===== src/rtl/smig_defines.svh =====
// address map, reset values, field positions and timing counts of the sync monitor bank
`ifndef SMIG_DEFINES_SVH
`define SMIG_DEFINES_SVH

// register addresses on the processor port
`define SMIG_ADDR_SYNC_PHASE 8'h7B
`define SMIG_ADDR_SYNC_MON 8'h7C
`define SMIG_ADDR_IRQ_CFG 8'h7D
`define SMIG_ADDR_GUARD 8'h7E
`define SMIG_ADDR_HOST_SEL 8'h7F

// reset values
`define SMIG_RST_SYNC_PHASE 8'h00
`define SMIG_RST_SYNC_MON 8'h2B
`define SMIG_RST_IRQ_CFG 8'h02
`define SMIG_RST_GUARD 8'h85
`define SMIG_RST_HOST_SEL 8'h00
`define SMIG_READ_NONE 8'h00

// write guard keys
`define SMIG_KEY_OPEN 8'h85
`define SMIG_KEY_ONCE 8'h86
`define SMIG_KEY_LOCKED 8'h00

// field positions
`define SMIG_RECAL_BIT 7
`define SMIG_LIMIT_MSB 6
`define SMIG_LIMIT_LSB 4
`define SMIG_ASSOC_MSB 3
`define SMIG_ASSOC_LSB 0
`define SMIG_SKEW_MSB 1
`define SMIG_SKEW_LSB 0
`define SMIG_REUSE_BIT 2
`define SMIG_FLOAT_BIT 1
`define SMIG_POL_BIT 0
`define SMIG_HOST_MSB 2
`define SMIG_ASSOC_NONE 4'h0

// timing: unit interval and clock period in ns, half unit interval in cycles
`define SMIG_CLK_NS 10
`define SMIG_UI_NS 80
`define SMIG_HUI_CYC ((`SMIG_UI_NS / 2) / `SMIG_CLK_NS)
`define SMIG_FRAME_HUI 8'h40
`define SMIG_HALF_FRAME 8'h20
`define SMIG_RAMP_DIV 8'h10
`define SMIG_STRAP_WAIT 2'h3

`endif


===== src/rtl/smig_pkg.sv =====
// types shared by the sync monitor register bank
package smig_pkg;

    typedef struct packed {
        logic [7:0] addr;
        logic wr;
        logic rd;
        logic [7:0] wdata;
    } smig_host_req_t;

    typedef struct packed {
        logic locked;
        logic [3:0] src;
    } smig_lock_t;

    typedef enum logic [2:0] {
        SMIG_TRACK = 3'h0,
        SMIG_GO_ZERO = 3'h1,
        SMIG_DIV_RST = 3'h2,
        SMIG_GO_BACK = 3'h3,
        SMIG_FINISH = 3'h4
    } smig_ramp_st_t;

    typedef enum logic [1:0] {
        SMIG_SKEW_TARGET = 2'h0,
        SMIG_SKEW_EARLY_HALF = 2'h1,
        SMIG_SKEW_LATE_ONE = 2'h2,
        SMIG_SKEW_LATE_HALF = 2'h3
    } smig_skew_t;

endpackage


===== src/rtl/smig_phase_ramp.sv =====
// output phase offset ramp and recalibration sequencer
`timescale 1ns/1ps
`include "smig_defines.svh"

module smig_phase_ramp
    import smig_pkg::*;
(
    input wire logic ref_clk,
    input wire logic rst_b,
    input wire logic step_en,
    input wire logic start,
    input wire logic [15:0] target,
    output logic [15:0] offset,
    output logic holdover,
    output logic div_reset,
    output logic done
);

    typedef struct packed {
        smig_ramp_st_t st;
        logic [15:0] offset;
        logic holdover;
        logic div_reset;
        logic done;
    } smig_ramp_s_t;

    smig_ramp_s_t s_ff;
    smig_ramp_s_t nxt_s;
    logic [15:0] goal;

    // next state: step toward the goal, then walk the recalibration sequence
    always_comb
    begin
        nxt_s = s_ff;
        nxt_s.div_reset = 1'b0;
        nxt_s.done = 1'b0;
        goal = (s_ff.st == SMIG_GO_ZERO) ? 16'h0000 : target;
        // (RULE_03) gradual offset ramp
        if (step_en && (s_ff.offset != goal))
        begin
            if ($signed(s_ff.offset) < $signed(goal))
                nxt_s.offset = s_ff.offset + 16'h0001;
            else
                nxt_s.offset = s_ff.offset - 16'h0001;
        end
        // (RULE_04) holdover recalibration sequence
        case (s_ff.st)
            SMIG_TRACK:
            begin
                if (start)
                begin
                    nxt_s.holdover = 1'b1;
                    nxt_s.st = SMIG_GO_ZERO;
                end
            end
            SMIG_GO_ZERO:
            begin
                if (s_ff.offset == 16'h0000)
                begin
                    nxt_s.div_reset = 1'b1;
                    nxt_s.st = SMIG_DIV_RST;
                end
            end
            SMIG_DIV_RST: nxt_s.st = SMIG_GO_BACK;
            SMIG_GO_BACK:
            begin
                if (s_ff.offset == target)
                    nxt_s.st = SMIG_FINISH;
            end
            SMIG_FINISH:
            begin
                nxt_s.holdover = 1'b0;
                nxt_s.done = 1'b1; // (RULE_05) end of sequence
                nxt_s.st = SMIG_TRACK;
            end
            default: nxt_s.st = SMIG_TRACK;
        endcase
    end

    // state register
    always_ff @(posedge ref_clk or negedge rst_b)
    begin
        if (!rst_b)
            s_ff <= '{SMIG_TRACK, 16'h0000, 1'b0, 1'b0, 1'b0};
        else
            s_ff <= nxt_s;
    end

    assign offset = s_ff.offset;
    assign holdover = s_ff.holdover;
    assign div_reset = s_ff.div_reset;
    assign done = s_ff.done;

    AST_RAMP_ONE_STEP: assert property (@(posedge ref_clk) disable iff (!rst_b) // RULE_03
        (s_ff.st == SMIG_TRACK && step_en && s_ff.offset != target && !start)
        |=> (offset - $past(offset) == 16'h0001) || ($past(offset) - offset == 16'h0001))
        else $error("offset did not move by one step");

    AST_DIV_RESET_AT_ZERO: assert property (@(posedge ref_clk) disable iff (!rst_b) // RULE_04
        div_reset |-> (offset == 16'h0000) && holdover)
        else $error("dividers reset away from zero offset or outside holdover");

    AST_DONE_LEAVES_HOLD: assert property (@(posedge ref_clk) disable iff (!rst_b) // RULE_04
        done |-> !holdover && (offset == $past(target)))
        else $error("recalibration ended off target or still in holdover");

endmodule // smig_phase_ramp


===== src/rtl/smig_sync_mon.sv =====
// external sync alignment monitor
`timescale 1ns/1ps
`include "smig_defines.svh"

module smig_sync_mon
    import smig_pkg::*;
(
    input wire logic ref_clk,
    input wire logic rst_b,
    input wire logic hui_tick,
    input wire logic sync_pin,
    input wire logic [1:0] skew,
    input wire logic [2:0] limit,
    input wire logic enable,
    output logic aligned,
    output logic alarm
);

    typedef struct packed {
        logic meta;
        logic sync;
        logic sync_d;
        logic [7:0] hcnt;
        logic aligned;
        logic alarm;
    } smig_mon_s_t;

    smig_mon_s_t s_ff;
    smig_mon_s_t nxt_s;
    logic signed [8:0] err;
    logic signed [8:0] skew_hui;
    logic signed [8:0] adj;
    logic [8:0] mag;
    logic [8:0] lim_hui;

    // error, skew and limit in half unit intervals
    always_comb
    begin
        nxt_s = s_ff;
        nxt_s.meta = sync_pin;
        nxt_s.sync = s_ff.meta;
        nxt_s.sync_d = s_ff.sync;
        err = (s_ff.hcnt < `SMIG_HALF_FRAME) ? $signed({1'b0, s_ff.hcnt})
            : $signed({1'b0, s_ff.hcnt}) - $signed({1'b0, `SMIG_FRAME_HUI});
        // (RULE_01) sampling skew
        case (smig_skew_t'(skew))
            SMIG_SKEW_TARGET: skew_hui = 9'sh000;
            SMIG_SKEW_EARLY_HALF: skew_hui = -9'sh001;
            SMIG_SKEW_LATE_ONE: skew_hui = 9'sh002;
            SMIG_SKEW_LATE_HALF: skew_hui = 9'sh001;
            default: skew_hui = 9'sh000;
        endcase
        adj = err - skew_hui;
        mag = adj[8] ? 9'(-adj) : 9'(adj);
        // (RULE_07) limit in whole unit intervals, 2 to 7
        if (limit < 3'h1)
            lim_hui = 9'h004;
        else if (limit > 3'h6)
            lim_hui = 9'h00E;
        else
            lim_hui = {5'h00, limit + 3'h1, 1'b0};
        if (hui_tick)
            nxt_s.hcnt = (s_ff.hcnt == `SMIG_FRAME_HUI - 8'h01) ? 8'h00 : s_ff.hcnt + 8'h01;
        // (RULE_08) monitor only while tied to the locked input
        if (!enable)
        begin
            nxt_s.aligned = 1'b0;
            nxt_s.alarm = 1'b0;
        end
        else if (s_ff.sync_d && !s_ff.sync)
        begin
            // (RULE_02) falling edge within half a unit interval
            nxt_s.aligned = (mag <= 9'h001);
            // (RULE_06) alarm beyond the programmed limit
            nxt_s.alarm = (mag > lim_hui);
        end
    end

    // state register
    always_ff @(posedge ref_clk or negedge rst_b)
    begin
        if (!rst_b)
            s_ff <= '{1'b0, 1'b0, 1'b0, 8'h00, 1'b0, 1'b0};
        else
            s_ff <= nxt_s;
    end

    assign aligned = s_ff.aligned;
    assign alarm = s_ff.alarm;

    AST_ALARM_NEEDS_ENABLE: assert property (@(posedge ref_clk) disable iff (!rst_b) // RULE_08
        !enable |=> !alarm && !aligned)
        else $error("monitor flagged while not associated");

    AST_ALARM_NOT_ALIGNED: assert property (@(posedge ref_clk) disable iff (!rst_b) // RULE_06
        alarm |-> !aligned)
        else $error("alarm and aligned at once");

    AST_FLAG_ON_EDGE: assert property (@(posedge ref_clk) disable iff (!rst_b) // RULE_02
        (enable && s_ff.sync_d && !s_ff.sync && mag == 9'h000) |=> aligned)
        else $error("exact edge not reported aligned");

endmodule // smig_sync_mon


===== src/rtl/smig_regs.sv =====
// sync monitor, interrupt pin, write guard and host port select register bank
//
// What this block does
// (RULE_01) Two-bit skew moves sync sampling: on target, half early, one late, half late.
// (RULE_02) Zero skew: sync falling edge aligned if within half a unit interval.
// (RULE_03) With recalibrate clear, offset changes ramp gradually from old to new value.
// (RULE_04) Recalibrate: holdover, ramp to zero, reset dividers, ramp back, leave holdover.
// (RULE_05) Hardware clears the recalibrate bit when the sequence finishes.
// (RULE_06) Sync alarm rises when sync misaligns beyond the limit in unit intervals.
// (RULE_07) Three-bit limit picks the alarm threshold, two to seven unit intervals.
// (RULE_08) Association field ties sync to one input; zero unused; active only when locked there.
// (RULE_09) Pin reuse clear gives interrupts; set makes a general output following polarity.
// (RULE_10) Float clear drives the pin always; set drives it only while active.
// (RULE_11) Polarity bit zero signals interrupt low, one signals high.
// (RULE_12) Guard key: open allows writes, once allows one write, others block writes.
// (RULE_13) The guard key register stays writable in every protection state.
`timescale 1ns/1ps
`include "smig_defines.svh"

module smig_regs
    import smig_pkg::*;
(
    input wire logic ref_clk,
    input wire logic rst_b,
    input wire smig_host_req_t host_req,
    output logic [7:0] host_rdata,
    input wire logic irq_req,
    input wire smig_lock_t lock_info,
    input wire logic sync_pin,
    input wire logic [2:0] ups_strap,
    input wire logic [15:0] phase_target,
    output logic irq_pin_o,
    output logic irq_pin_oe,
    output logic sync_aligned,
    output logic sync_alarm,
    output logic [15:0] phase_offset,
    output logic holdover,
    output logic divider_reset,
    output logic [2:0] host_mode
);

    // ------------------------------------------------------------
    // state of the bank
    // ------------------------------------------------------------
    typedef struct packed {
        logic [7:0] sync_phase;
        logic [7:0] sync_mon;
        logic [7:0] irq_cfg;
        logic [7:0] guard;
        logic [7:0] host_sel;
        logic [7:0] rdata;
        logic irq_o;
        logic irq_oe;
        logic [2:0] strap_meta;
        logic [2:0] strap_sync;
        logic [1:0] strap_cnt;
        logic strap_done;
        logic [7:0] hui_cnt;
        logic hui_tick;
        logic [7:0] ramp_cnt;
        logic ramp_tick;
        logic recal_go;
    } smig_bank_s_t;

    smig_bank_s_t s_ff;
    smig_bank_s_t nxt_s;
    logic open_wr;
    logic data_wr;
    logic mon_enable;
    logic ramp_done;
    logic irq_active;

    // ------------------------------------------------------------
    // submodules
    // ------------------------------------------------------------

    // sync alignment monitor
    smig_sync_mon u_mon (
        .ref_clk(ref_clk),
        .rst_b(rst_b),
        .hui_tick(s_ff.hui_tick),
        .sync_pin(sync_pin),
        .skew(s_ff.sync_phase[`SMIG_SKEW_MSB:`SMIG_SKEW_LSB]),
        .limit(s_ff.sync_mon[`SMIG_LIMIT_MSB:`SMIG_LIMIT_LSB]),
        .enable(mon_enable),
        .aligned(sync_aligned),
        .alarm(sync_alarm)
    );

    // phase offset ramp and recalibration
    smig_phase_ramp u_ramp (
        .ref_clk(ref_clk),
        .rst_b(rst_b),
        .step_en(s_ff.ramp_tick),
        .start(s_ff.recal_go),
        .target(phase_target),
        .offset(phase_offset),
        .holdover(holdover),
        .div_reset(divider_reset),
        .done(ramp_done)
    );

    // (RULE_08) association decode
    assign mon_enable = lock_info.locked
        && (s_ff.sync_mon[`SMIG_ASSOC_MSB:`SMIG_ASSOC_LSB] != `SMIG_ASSOC_NONE)
        && (s_ff.sync_mon[`SMIG_ASSOC_MSB:`SMIG_ASSOC_LSB] == lock_info.src);

    // (RULE_12) write guard decode
    assign open_wr = (s_ff.guard == `SMIG_KEY_OPEN) || (s_ff.guard == `SMIG_KEY_ONCE);
    assign data_wr = host_req.wr && open_wr && (host_req.addr != `SMIG_ADDR_GUARD);

    // interrupt condition seen at the pin
    assign irq_active = irq_req && !s_ff.irq_cfg[`SMIG_REUSE_BIT];

    // ------------------------------------------------------------
    // next state
    // ------------------------------------------------------------
    always_comb
    begin
        nxt_s = s_ff;
        nxt_s.recal_go = 1'b0;

        // rate dividers: half unit interval and ramp step
        nxt_s.hui_tick = 1'b0;
        nxt_s.ramp_tick = 1'b0;
        if (s_ff.hui_cnt == 8'(`SMIG_HUI_CYC - 1))
        begin
            nxt_s.hui_cnt = 8'h00;
            nxt_s.hui_tick = 1'b1;
        end
        else
            nxt_s.hui_cnt = s_ff.hui_cnt + 8'h01;
        if (s_ff.ramp_cnt == `SMIG_RAMP_DIV - 8'h01)
        begin
            nxt_s.ramp_cnt = 8'h00;
            nxt_s.ramp_tick = 1'b1;
        end
        else
            nxt_s.ramp_cnt = s_ff.ramp_cnt + 8'h01;

        // (RULE_05) self clear of recalibrate when sequence ends
        if (ramp_done)
            nxt_s.sync_mon[`SMIG_RECAL_BIT] = 1'b0;

        // register writes
        if (data_wr)
        begin
            case (host_req.addr)
                `SMIG_ADDR_SYNC_PHASE: nxt_s.sync_phase = host_req.wdata;
                `SMIG_ADDR_SYNC_MON:
                begin
                    nxt_s.sync_mon = host_req.wdata;
                    // (RULE_04) start recalibration on a written one
                    // a one written as the last run ends starts a new run: set wins
                    if (host_req.wdata[`SMIG_RECAL_BIT]
                        && (!s_ff.sync_mon[`SMIG_RECAL_BIT] || ramp_done))
                        nxt_s.recal_go = 1'b1;
                    else if (s_ff.sync_mon[`SMIG_RECAL_BIT] && !ramp_done)
                        nxt_s.sync_mon[`SMIG_RECAL_BIT] = 1'b1;
                end
                `SMIG_ADDR_IRQ_CFG: nxt_s.irq_cfg = host_req.wdata;
                `SMIG_ADDR_HOST_SEL: nxt_s.host_sel = host_req.wdata;
                default: nxt_s.sync_phase = s_ff.sync_phase;
            endcase
            // (RULE_12) single write spends the key
            if (s_ff.guard == `SMIG_KEY_ONCE)
                nxt_s.guard = `SMIG_KEY_LOCKED;
        end

        // (RULE_13) key always writable
        if (host_req.wr && (host_req.addr == `SMIG_ADDR_GUARD))
            nxt_s.guard = host_req.wdata;

        // strap capture a few cycles after reset release
        nxt_s.strap_meta = ups_strap;
        nxt_s.strap_sync = s_ff.strap_meta;
        if (!s_ff.strap_done)
        begin
            if (s_ff.strap_cnt == `SMIG_STRAP_WAIT)
            begin
                nxt_s.host_sel = {5'h00, s_ff.strap_sync};
                nxt_s.strap_done = 1'b1;
            end
            else
                nxt_s.strap_cnt = s_ff.strap_cnt + 2'h1;
        end

        // read data
        if (host_req.rd)
        begin
            case (host_req.addr)
                `SMIG_ADDR_SYNC_PHASE: nxt_s.rdata = s_ff.sync_phase;
                `SMIG_ADDR_SYNC_MON: nxt_s.rdata = s_ff.sync_mon;
                `SMIG_ADDR_IRQ_CFG: nxt_s.rdata = s_ff.irq_cfg;
                `SMIG_ADDR_GUARD: nxt_s.rdata = s_ff.guard;
                `SMIG_ADDR_HOST_SEL: nxt_s.rdata = s_ff.host_sel;
                default: nxt_s.rdata = `SMIG_READ_NONE;
            endcase
        end

        // (RULE_09) general output follows polarity
        if (s_ff.irq_cfg[`SMIG_REUSE_BIT])
        begin
            nxt_s.irq_o = s_ff.irq_cfg[`SMIG_POL_BIT];
            nxt_s.irq_oe = 1'b1;
        end
        else
        begin
            // (RULE_11) active level from polarity
            nxt_s.irq_o = irq_active ? s_ff.irq_cfg[`SMIG_POL_BIT]
                : !s_ff.irq_cfg[`SMIG_POL_BIT];
            // (RULE_10) float when inactive
            nxt_s.irq_oe = !s_ff.irq_cfg[`SMIG_FLOAT_BIT] || irq_active;
        end
    end

    // ------------------------------------------------------------
    // state register
    // ------------------------------------------------------------
    always_ff @(posedge ref_clk or negedge rst_b)
    begin
        if (!rst_b)
        begin
            s_ff <= '0;
            s_ff.sync_phase <= `SMIG_RST_SYNC_PHASE;
            s_ff.sync_mon <= `SMIG_RST_SYNC_MON;
            s_ff.irq_cfg <= `SMIG_RST_IRQ_CFG;
            s_ff.guard <= `SMIG_RST_GUARD;
            s_ff.host_sel <= `SMIG_RST_HOST_SEL;
            s_ff.irq_o <= 1'b1;
        end
        else
            s_ff <= nxt_s;
    end

    assign host_rdata = s_ff.rdata;
    assign irq_pin_o = s_ff.irq_o;
    assign irq_pin_oe = s_ff.irq_oe;
    assign host_mode = s_ff.host_sel[`SMIG_HOST_MSB:0];

    // ------------------------------------------------------------
    // checks
    // ------------------------------------------------------------
    AST_LOCKED_BLOCKS: assert property (@(posedge ref_clk) disable iff (!rst_b) // RULE_12
        (host_req.wr && host_req.addr == `SMIG_ADDR_IRQ_CFG && !open_wr)
        |=> $stable(s_ff.irq_cfg))
        else $error("write passed a locked guard");

    AST_ONCE_REVERTS: assert property (@(posedge ref_clk) disable iff (!rst_b) // RULE_12
        (s_ff.guard == `SMIG_KEY_ONCE && data_wr)
        |=> (s_ff.guard == `SMIG_KEY_LOCKED) ##1 (s_ff.guard == `SMIG_KEY_LOCKED || $past(host_req.wr)))
        else $error("single write key not spent");

    AST_KEY_WRITABLE: assert property (@(posedge ref_clk) disable iff (!rst_b) // RULE_13
        (host_req.wr && host_req.addr == `SMIG_ADDR_GUARD) |=> s_ff.guard == $past(host_req.wdata))
        else $error("guard key write lost");

    AST_IRQ_LEVEL: assert property (@(posedge ref_clk) disable iff (!rst_b) // RULE_11
        (irq_active && $stable(s_ff.irq_cfg))
        |=> irq_pin_o == $past(s_ff.irq_cfg[`SMIG_POL_BIT]))
        else $error("interrupt level does not follow polarity");

    AST_IRQ_FLOAT: assert property (@(posedge ref_clk) disable iff (!rst_b) // RULE_10
        (!irq_active && s_ff.irq_cfg[`SMIG_FLOAT_BIT] && !s_ff.irq_cfg[`SMIG_REUSE_BIT]
        && $stable(s_ff.irq_cfg)) |=> !irq_pin_oe)
        else $error("pin driven while floating and idle");

    AST_GPO_LEVEL: assert property (@(posedge ref_clk) disable iff (!rst_b) // RULE_09
        (s_ff.irq_cfg[`SMIG_REUSE_BIT] && $stable(s_ff.irq_cfg))
        |=> irq_pin_oe && irq_pin_o == $past(s_ff.irq_cfg[`SMIG_POL_BIT]))
        else $error("general output level wrong");

    AST_RECAL_CLEARS: assert property (@(posedge ref_clk) disable iff (!rst_b) // RULE_05
        ramp_done |=> !s_ff.sync_mon[`SMIG_RECAL_BIT] || s_ff.recal_go)
        else $error("recalibrate bit not cleared at end");

    AST_RECAL_HOLDS: assert property (@(posedge ref_clk) disable iff (!rst_b) // RULE_04
        s_ff.recal_go |=> holdover)
        else $error("recalibration did not enter holdover");

    // ------------------------------------------------------------
    // checks on open keys, recalibration start, association and pin drive
    // ------------------------------------------------------------
    AST_OPEN_ALLOWS: assert property (@(posedge ref_clk) disable iff (!rst_b) // RULE_12
        (host_req.wr && host_req.addr == `SMIG_ADDR_IRQ_CFG && s_ff.guard == `SMIG_KEY_OPEN)
        |=> s_ff.irq_cfg == $past(host_req.wdata))
        else $error("write lost under the open key");

    AST_ONCE_ALLOWS: assert property (@(posedge ref_clk) disable iff (!rst_b) // RULE_12
        (host_req.wr && host_req.addr == `SMIG_ADDR_IRQ_CFG && s_ff.guard == `SMIG_KEY_ONCE)
        |=> s_ff.irq_cfg == $past(host_req.wdata))
        else $error("write lost under the single write key");

    AST_RECAL_STARTS: assert property (@(posedge ref_clk) disable iff (!rst_b) // RULE_04
        (data_wr && host_req.addr == `SMIG_ADDR_SYNC_MON && host_req.wdata[`SMIG_RECAL_BIT]
        && !s_ff.sync_mon[`SMIG_RECAL_BIT]) |=> s_ff.recal_go)
        else $error("written recalibrate bit did not start a run");

    AST_UNTIED_QUIET: assert property (@(posedge ref_clk) disable iff (!rst_b) // RULE_08
        !mon_enable |=> !sync_alarm && !sync_aligned)
        else $error("sync flags raised while not tied to the locked input");

    AST_IRQ_DRIVEN: assert property (@(posedge ref_clk) disable iff (!rst_b) // RULE_10
        (!s_ff.irq_cfg[`SMIG_FLOAT_BIT] && !s_ff.irq_cfg[`SMIG_REUSE_BIT]) |=> irq_pin_oe)
        else $error("pin not driven with float clear");

endmodule // smig_regs


===== config.mk =====
export PLATFORM = sky130hd
export DESIGN_NAME = smig_regs
export DESIGN_NICKNAME = d
export VERILOG_FILES = /design/src/rtl/smig_pkg.sv /design/src/rtl/smig_phase_ramp.sv /design/src/rtl/smig_sync_mon.sv /design/src/rtl/smig_regs.sv
export VERILOG_INCLUDE_DIRS = /design/src /design/src/rtl
export SDC_FILE = /design/constraint.sdc
export NUM_CORES = 1
export LEC_CHECK = 0
export BUFFER_PORTS_ARGS = -buffer_cell sky130_fd_sc_hd__buf_2
export CORE_UTILIZATION = 45
export DETAILED_ROUTE_END_ITERATION = 16
export GPL_TIMING_DRIVEN = 0
export MAX_ROUTING_LAYER = met4
export PLACE_DENSITY = 0.68
export SYNTH_ARGS = -nofsm -noshare
export SYNTH_HDL_FRONTEND = slang
export SYNTH_SLANG_ARGS = --single-unit

===== constraint.sdc =====
create_clock -name ref_clk -period 4.2 [get_ports ref_clk]
set_input_delay 0.63 -clock ref_clk [delete_from_list [all_inputs] [get_ports ref_clk]]
set_output_delay 0.63 -clock ref_clk [all_outputs]
set_load 0.005 [all_outputs]

# After elaboration in Yosys (flattened, before gate mapping)
# Index checks and enable logic that the tools add are counted.
# word_totals
reg_bits	113
input_bits	46
wordCells	148
out_inout_bits	33
# classes
eq_ne	26
bitwise_logic	2
magnitude_cmp	6
add_sub_neg	10
muxes	42
reduce_logical	33
# ops
cell	n
$mux 8	10
$eq 8x7->1 const B	5
$pmux 8 s5	1
$pmux 9 s4	1
$mux 16	2
$mux 32	1
$mux 9	3
$add 8x1->8 const B	3
$add 16x1->16 const B	1
$eq 16x16->1	1
$eq 8x8->1 const B	2
$logic_not 16->1	1
$lt 16x16->1	1
$ne 16x16->1	1
$sub 16x1->16 const B	1
$mux 1	15
$pmux 3 s4	1
$reduce_and 2->1	6
$logic_and 1x1->1	10
$gt 9x9->1	1
$le 9x1->1 const B	1
$mux 3	3
$neg 9->9	1
$sub 8x7->9 const B	1
29 further kinds	46

# Depth between registers and ports, before layout
# depth
word_depth	8
mapped_depth	19
ltp_nobuf	18

# Modules after synthesis
# A second synthesis with hierarchy kept.
# hier_totals
cells_unflattened	660
area_unflattened_um2	6932.9
# by_module_without_submodules
mod	n_inst	cells_per_inst	area_each_um2
smig_regs	1	275	3518.4
smig_phase_ramp	1	228	2013.2
smig_sync_mon	1	157	1401.3

# Worst setup path before layout
# OpenSTA, ideal clock, no wires.
# synth_timing
path_type	reg2reg
startpoint	register u_ramp.s_ff[19] (netlist bit)
endpoint	register u_ramp.s_ff, in the netlist u_ramp.offset[8]
n_path_buf	4
path_stages_with_launch	19
setup_slack_ns	0.177
synth_period_minus_slack_ns	4.023
setup_ns	0.079
arrival_ns	3.944
cell_sequence	dfrtp_1 -> or3b_2 -> clkbuf_1 -> clkbuf_1 -> nand2_1 -> ha_1 -> nand4_2 -> nor2_2 -> nand2_1 -> o211a_4 -> mux2i_4 -> buf_6 -> buf_4 -> xnor2_1 -> ha_1 -> nand2b_1 -> or4b_1 -> a21oi_1 -> xor2_1
# synth_between
elab_chain_cells	4
# synth_lines
element	line_no	source
start, declared	smig_phase_ramp.sv:27	smig_ramp_s_t s_ff;
start signal, assigned	smig_phase_ramp.sv:84	s_ff <= '{SMIG_TRACK, 16'h0000, 1'b0, 1'b0, 1'b0};
start signal, assigned	smig_phase_ramp.sv:86	s_ff <= nxt_s;
$eq 3x1->1 *	smig_phase_ramp.sv:37	goal = (s_ff.st == SMIG_GO_ZERO) ? 16'h0000 : target;
$mux 16 *	smig_phase_ramp.sv:37	
$lt 16x16->1 or $ne 16x16->1 (tied branches)	smig_phase_ramp.sv:41, smig_phase_ramp.sv:39	
$mux 16 or $logic_and 1x1->1 (tied branches)	smig_phase_ramp.sv:41, smig_phase_ramp.sv:39	
# Mark *: on every way between the ends. The rest lies on a longest branch, timed or not.
# A chain may end at the register's enable or synchronous reset.

# Final worst setup path
# layout_timing
startpoint	register u_ramp.s_ff[21] (netlist bit)
endpoint	register u_ramp.s_ff, in the netlist u_ramp.offset[8]
# The elaborated chain is that of the path after synthesis.

==> impl_metrics.toml <==
[sta]
slew_viol_final = 0
min_period_over_period_pct = 95.26
holdWs_ps = 196.9
slew_headroom_pct = 25.47
finalSetupViolCount = 0
finalHoldViolations = 0
rsz0062_at_grt = "false"
fin_skew_ps = 11.53
fmax_mhz = 250.0
period_minus_slack_ps = 4001
worstMarginPinSlew_ps = 1109

[power]
power_mw = 2.705
p_per_area_nw_per_um2 = 337.8
leakagePower_nw = 3.641
irDropWorstVdd_v = 0.0002996

[place]
dp_hpwl_um = 11180
port_buffers = 77
gp_congestion = 0.9571

[synthesis]
syn_nets = 743
async_reset_ff_share_pct = 100.0
synth_top_cell_by_area = "dfrtp_1"
netlist_area_um2 = 6665
syn-instance-count = 657
ys_warn_count = 0
synthDistinctLibCells = 73
synth_area_leaders = "dfrtp_1 (39%), ha_1 (7.3%), xnor2_1 (5.0%)"
synth_ff_type = "dfrtp_1"
synth_top_area_share_pct = 39.05
synth.avg_cell_area_um2 = 10.14
yosys_register_bits = 113
synth_edf_count = 0
ys_seq_area_share_pct = 42.59

[setup_path]
critPathArrivalTime_ps = 4330
path_delay_family = "simple AND/OR/NAND/NOR gates"
critPathMaxStageDelay_ps = 500
rrSetupSlack_ps = 200
slowest_stage = "or4b_1"
path_depth = 17
r2r-start = "u_ramp.s_ff[21]$_DFFE_PN0P_"
rr_endpoint = "u_ramp.offset[8]$_DFFE_PN0P_"
cp_cell_sequence = "or3b_4, clkbuf_4, nand2_1, ha_4, nand4_2, nor2_4, nand2_2, o211a_4, mux2i_4, buf_6, buf_6, xnor2_1, ha_2, nand2b_2, or4b_1, a21oi_2, xor2_1"
endpoint_kind = "flop"
crit_type = "reg2reg"
startpoint_type = "flop"
cp.required_ps = 4530
critPathBufInv = 3
worstSetupStartpoint = "u_ramp.s_ff[21]$_DFFE_PN0P_"
worstRegToRegCells = 17
crit_fanout = 10
cpMostUsedCell = "buf_6"

[run_status]
status = "completed"

[detailed_routing]
vias = 5347
drt_iter0_markers = 289
final_antenna_net_count = 0
drc = 0
avgRoutedWirePerCell_um = 16.08
finalWirelength_um = 15360
drtPass1Iterations = 6
vias_per_cell = 5.599

[grt]
grt_pass1_wl_um = 24720
grt_max_degree = 77
antenna_found_initial = 0
grt_overflow = 0
grt_usage_pct = 21.79
grt_pass1_vias = 5279

[final_layout]
drive_gt1_share_pct = 26.46
antenna_cells = 0
mostFrequentLayoutCells = "dfrtp_1 (102), buf_2 (77), nand2_1 (59)"
post-route-util_pct = 55.29
final_common_cell = "dfrtp_1"
fin_nets = 844
area.growth.synth_to_final_pct = 20.11

[die]
dieWidth_um = 123.7
die_height_um = 123.7
die_area_um2 = 15300
rows = 44
initial_core_util_pct = 46.03
core-area_um2 = 14480
top_level_ports = 79

[clocking]
clkSinkCount = 113
hold_buffers = 0
cts-root-buf = "clkbuf_16"
cts_tree = "built"
path_clk_slew_ps = 60
insertion_delay_ps = 420
cts_buffer_depth = 2
cts_buffers = 17
h-tree-depth = 4

[flow_run]
cap_viol_max_count = 0

[min_path]
hp-class = "in2async"
metrics by stage:
step / instance area, µm² / setup WS, ps / setup TNS (ps) / cells
after floorplan: 6665 / 176.8 / 0 / 657
after global placement: 7281 / -567.3 / -2592 / 918
after detailed placement: 7311 / -711.2 / -3587 / 919
after CTS: 7960 / 40.99 / 0 / 952
after global routing: 8005 / 3.948 / 0 / 955
final: 8005 / 199.2 / 0 / 955
state kept, by name, indices dropped and copies added (netlist names), 2 cells and up:
register,count
u_ramp.s_ff,3
host_mode,3
nxt_s,3
u_mon.s_ff,9
u_ramp.offset,16
host_rdata,8
u_mon.nxt_s,2
s_ff,62
report_power, final:
group          switching [mW]  internal [mW]
Clock                   0.526          0.947
Combinational          0.0662         0.0488
Sequential            0.00984           1.11
cell usage after synthesis, drive strengths merged (3+ instances only):
library cell	number
a211oi	3
or4	7
nor2b	7
nand3	19
o21bai	3
nor3b	3
mux2	28
xnor2	38
or3	8
ha	39
nand2	60
nand4	17
or2	5
and3	11
and2	4
a22o	7
mux2i	20
dfstp	9
nand2b	6
o21ai	24
clkbuf	14
dfrtp	104
a222oi	8
nor4	8
inv	18
a21oi	35
buf	33
nor3	10
xor2	26
nor2	50
worst max path at each step:
stage / to / slack [ps]
after floorplan: u_ramp.offset[8]$_DFFE_PN0P_ / 180
final: u_ramp.offset[8]$_DFFE_PN0P_ / 200
after global placement: u_ramp.offset[8]$_DFFE_PN0P_ / -570
after CTS: u_ramp.offset[8]$_DFFE_PN0P_ / 40
after global routing: u_mon.alarm$_DFFE_PN0P_ / 4
after detailed placement: u_ramp.offset[8]$_DFFE_PN0P_ / -710
kinds of logic (layout without fill, tap and decap cells):
kind of cell | after synthesis | in the layout | synth area share (%)
AND/OR/NAND/NOR | 225 | 225 | 17.66
flip-flops | 113 | 113 | 42.59
AO/OA/AOI/OAI | 102 | 102 | 10.42
buffers and inverters | 65 | 179 | 5.369
XOR/XNOR | 64 | 64 | 8.410
multiplexers | 48 | 48 | 7.922
adder cells (fa/ha/maj) | 40 | 40 | 7.622
layer usage:
metal | global-route usage [%] | part of all wire [%]
met1 | 25.75 | 44
met4 | 10.47 | 1.9
met2 | 35.63 | 49
met5 | - | 0
met3 | 4.258 | 5.1
repair_timing:
item	4_1_cts	5_1_grt
endpoints found under the setup margin	7	5
pin swaps	1	1
buffers inserted	2	3
resized for setup	7	7
area by class of cell:
cell class	instances	area, µm²
Fill cell	1221	6474
Buffer	46	294.0
Sequential cell	113	2841
Multi-Input combinational cell	479	3503
Inverter	18	67.56
Clock inverter	13	160.2
Timing Repair Buffer	83	465.4
Tap cell	184	230.2
Clock buffer	19	442.9
(Power assumes the default switching activity.)
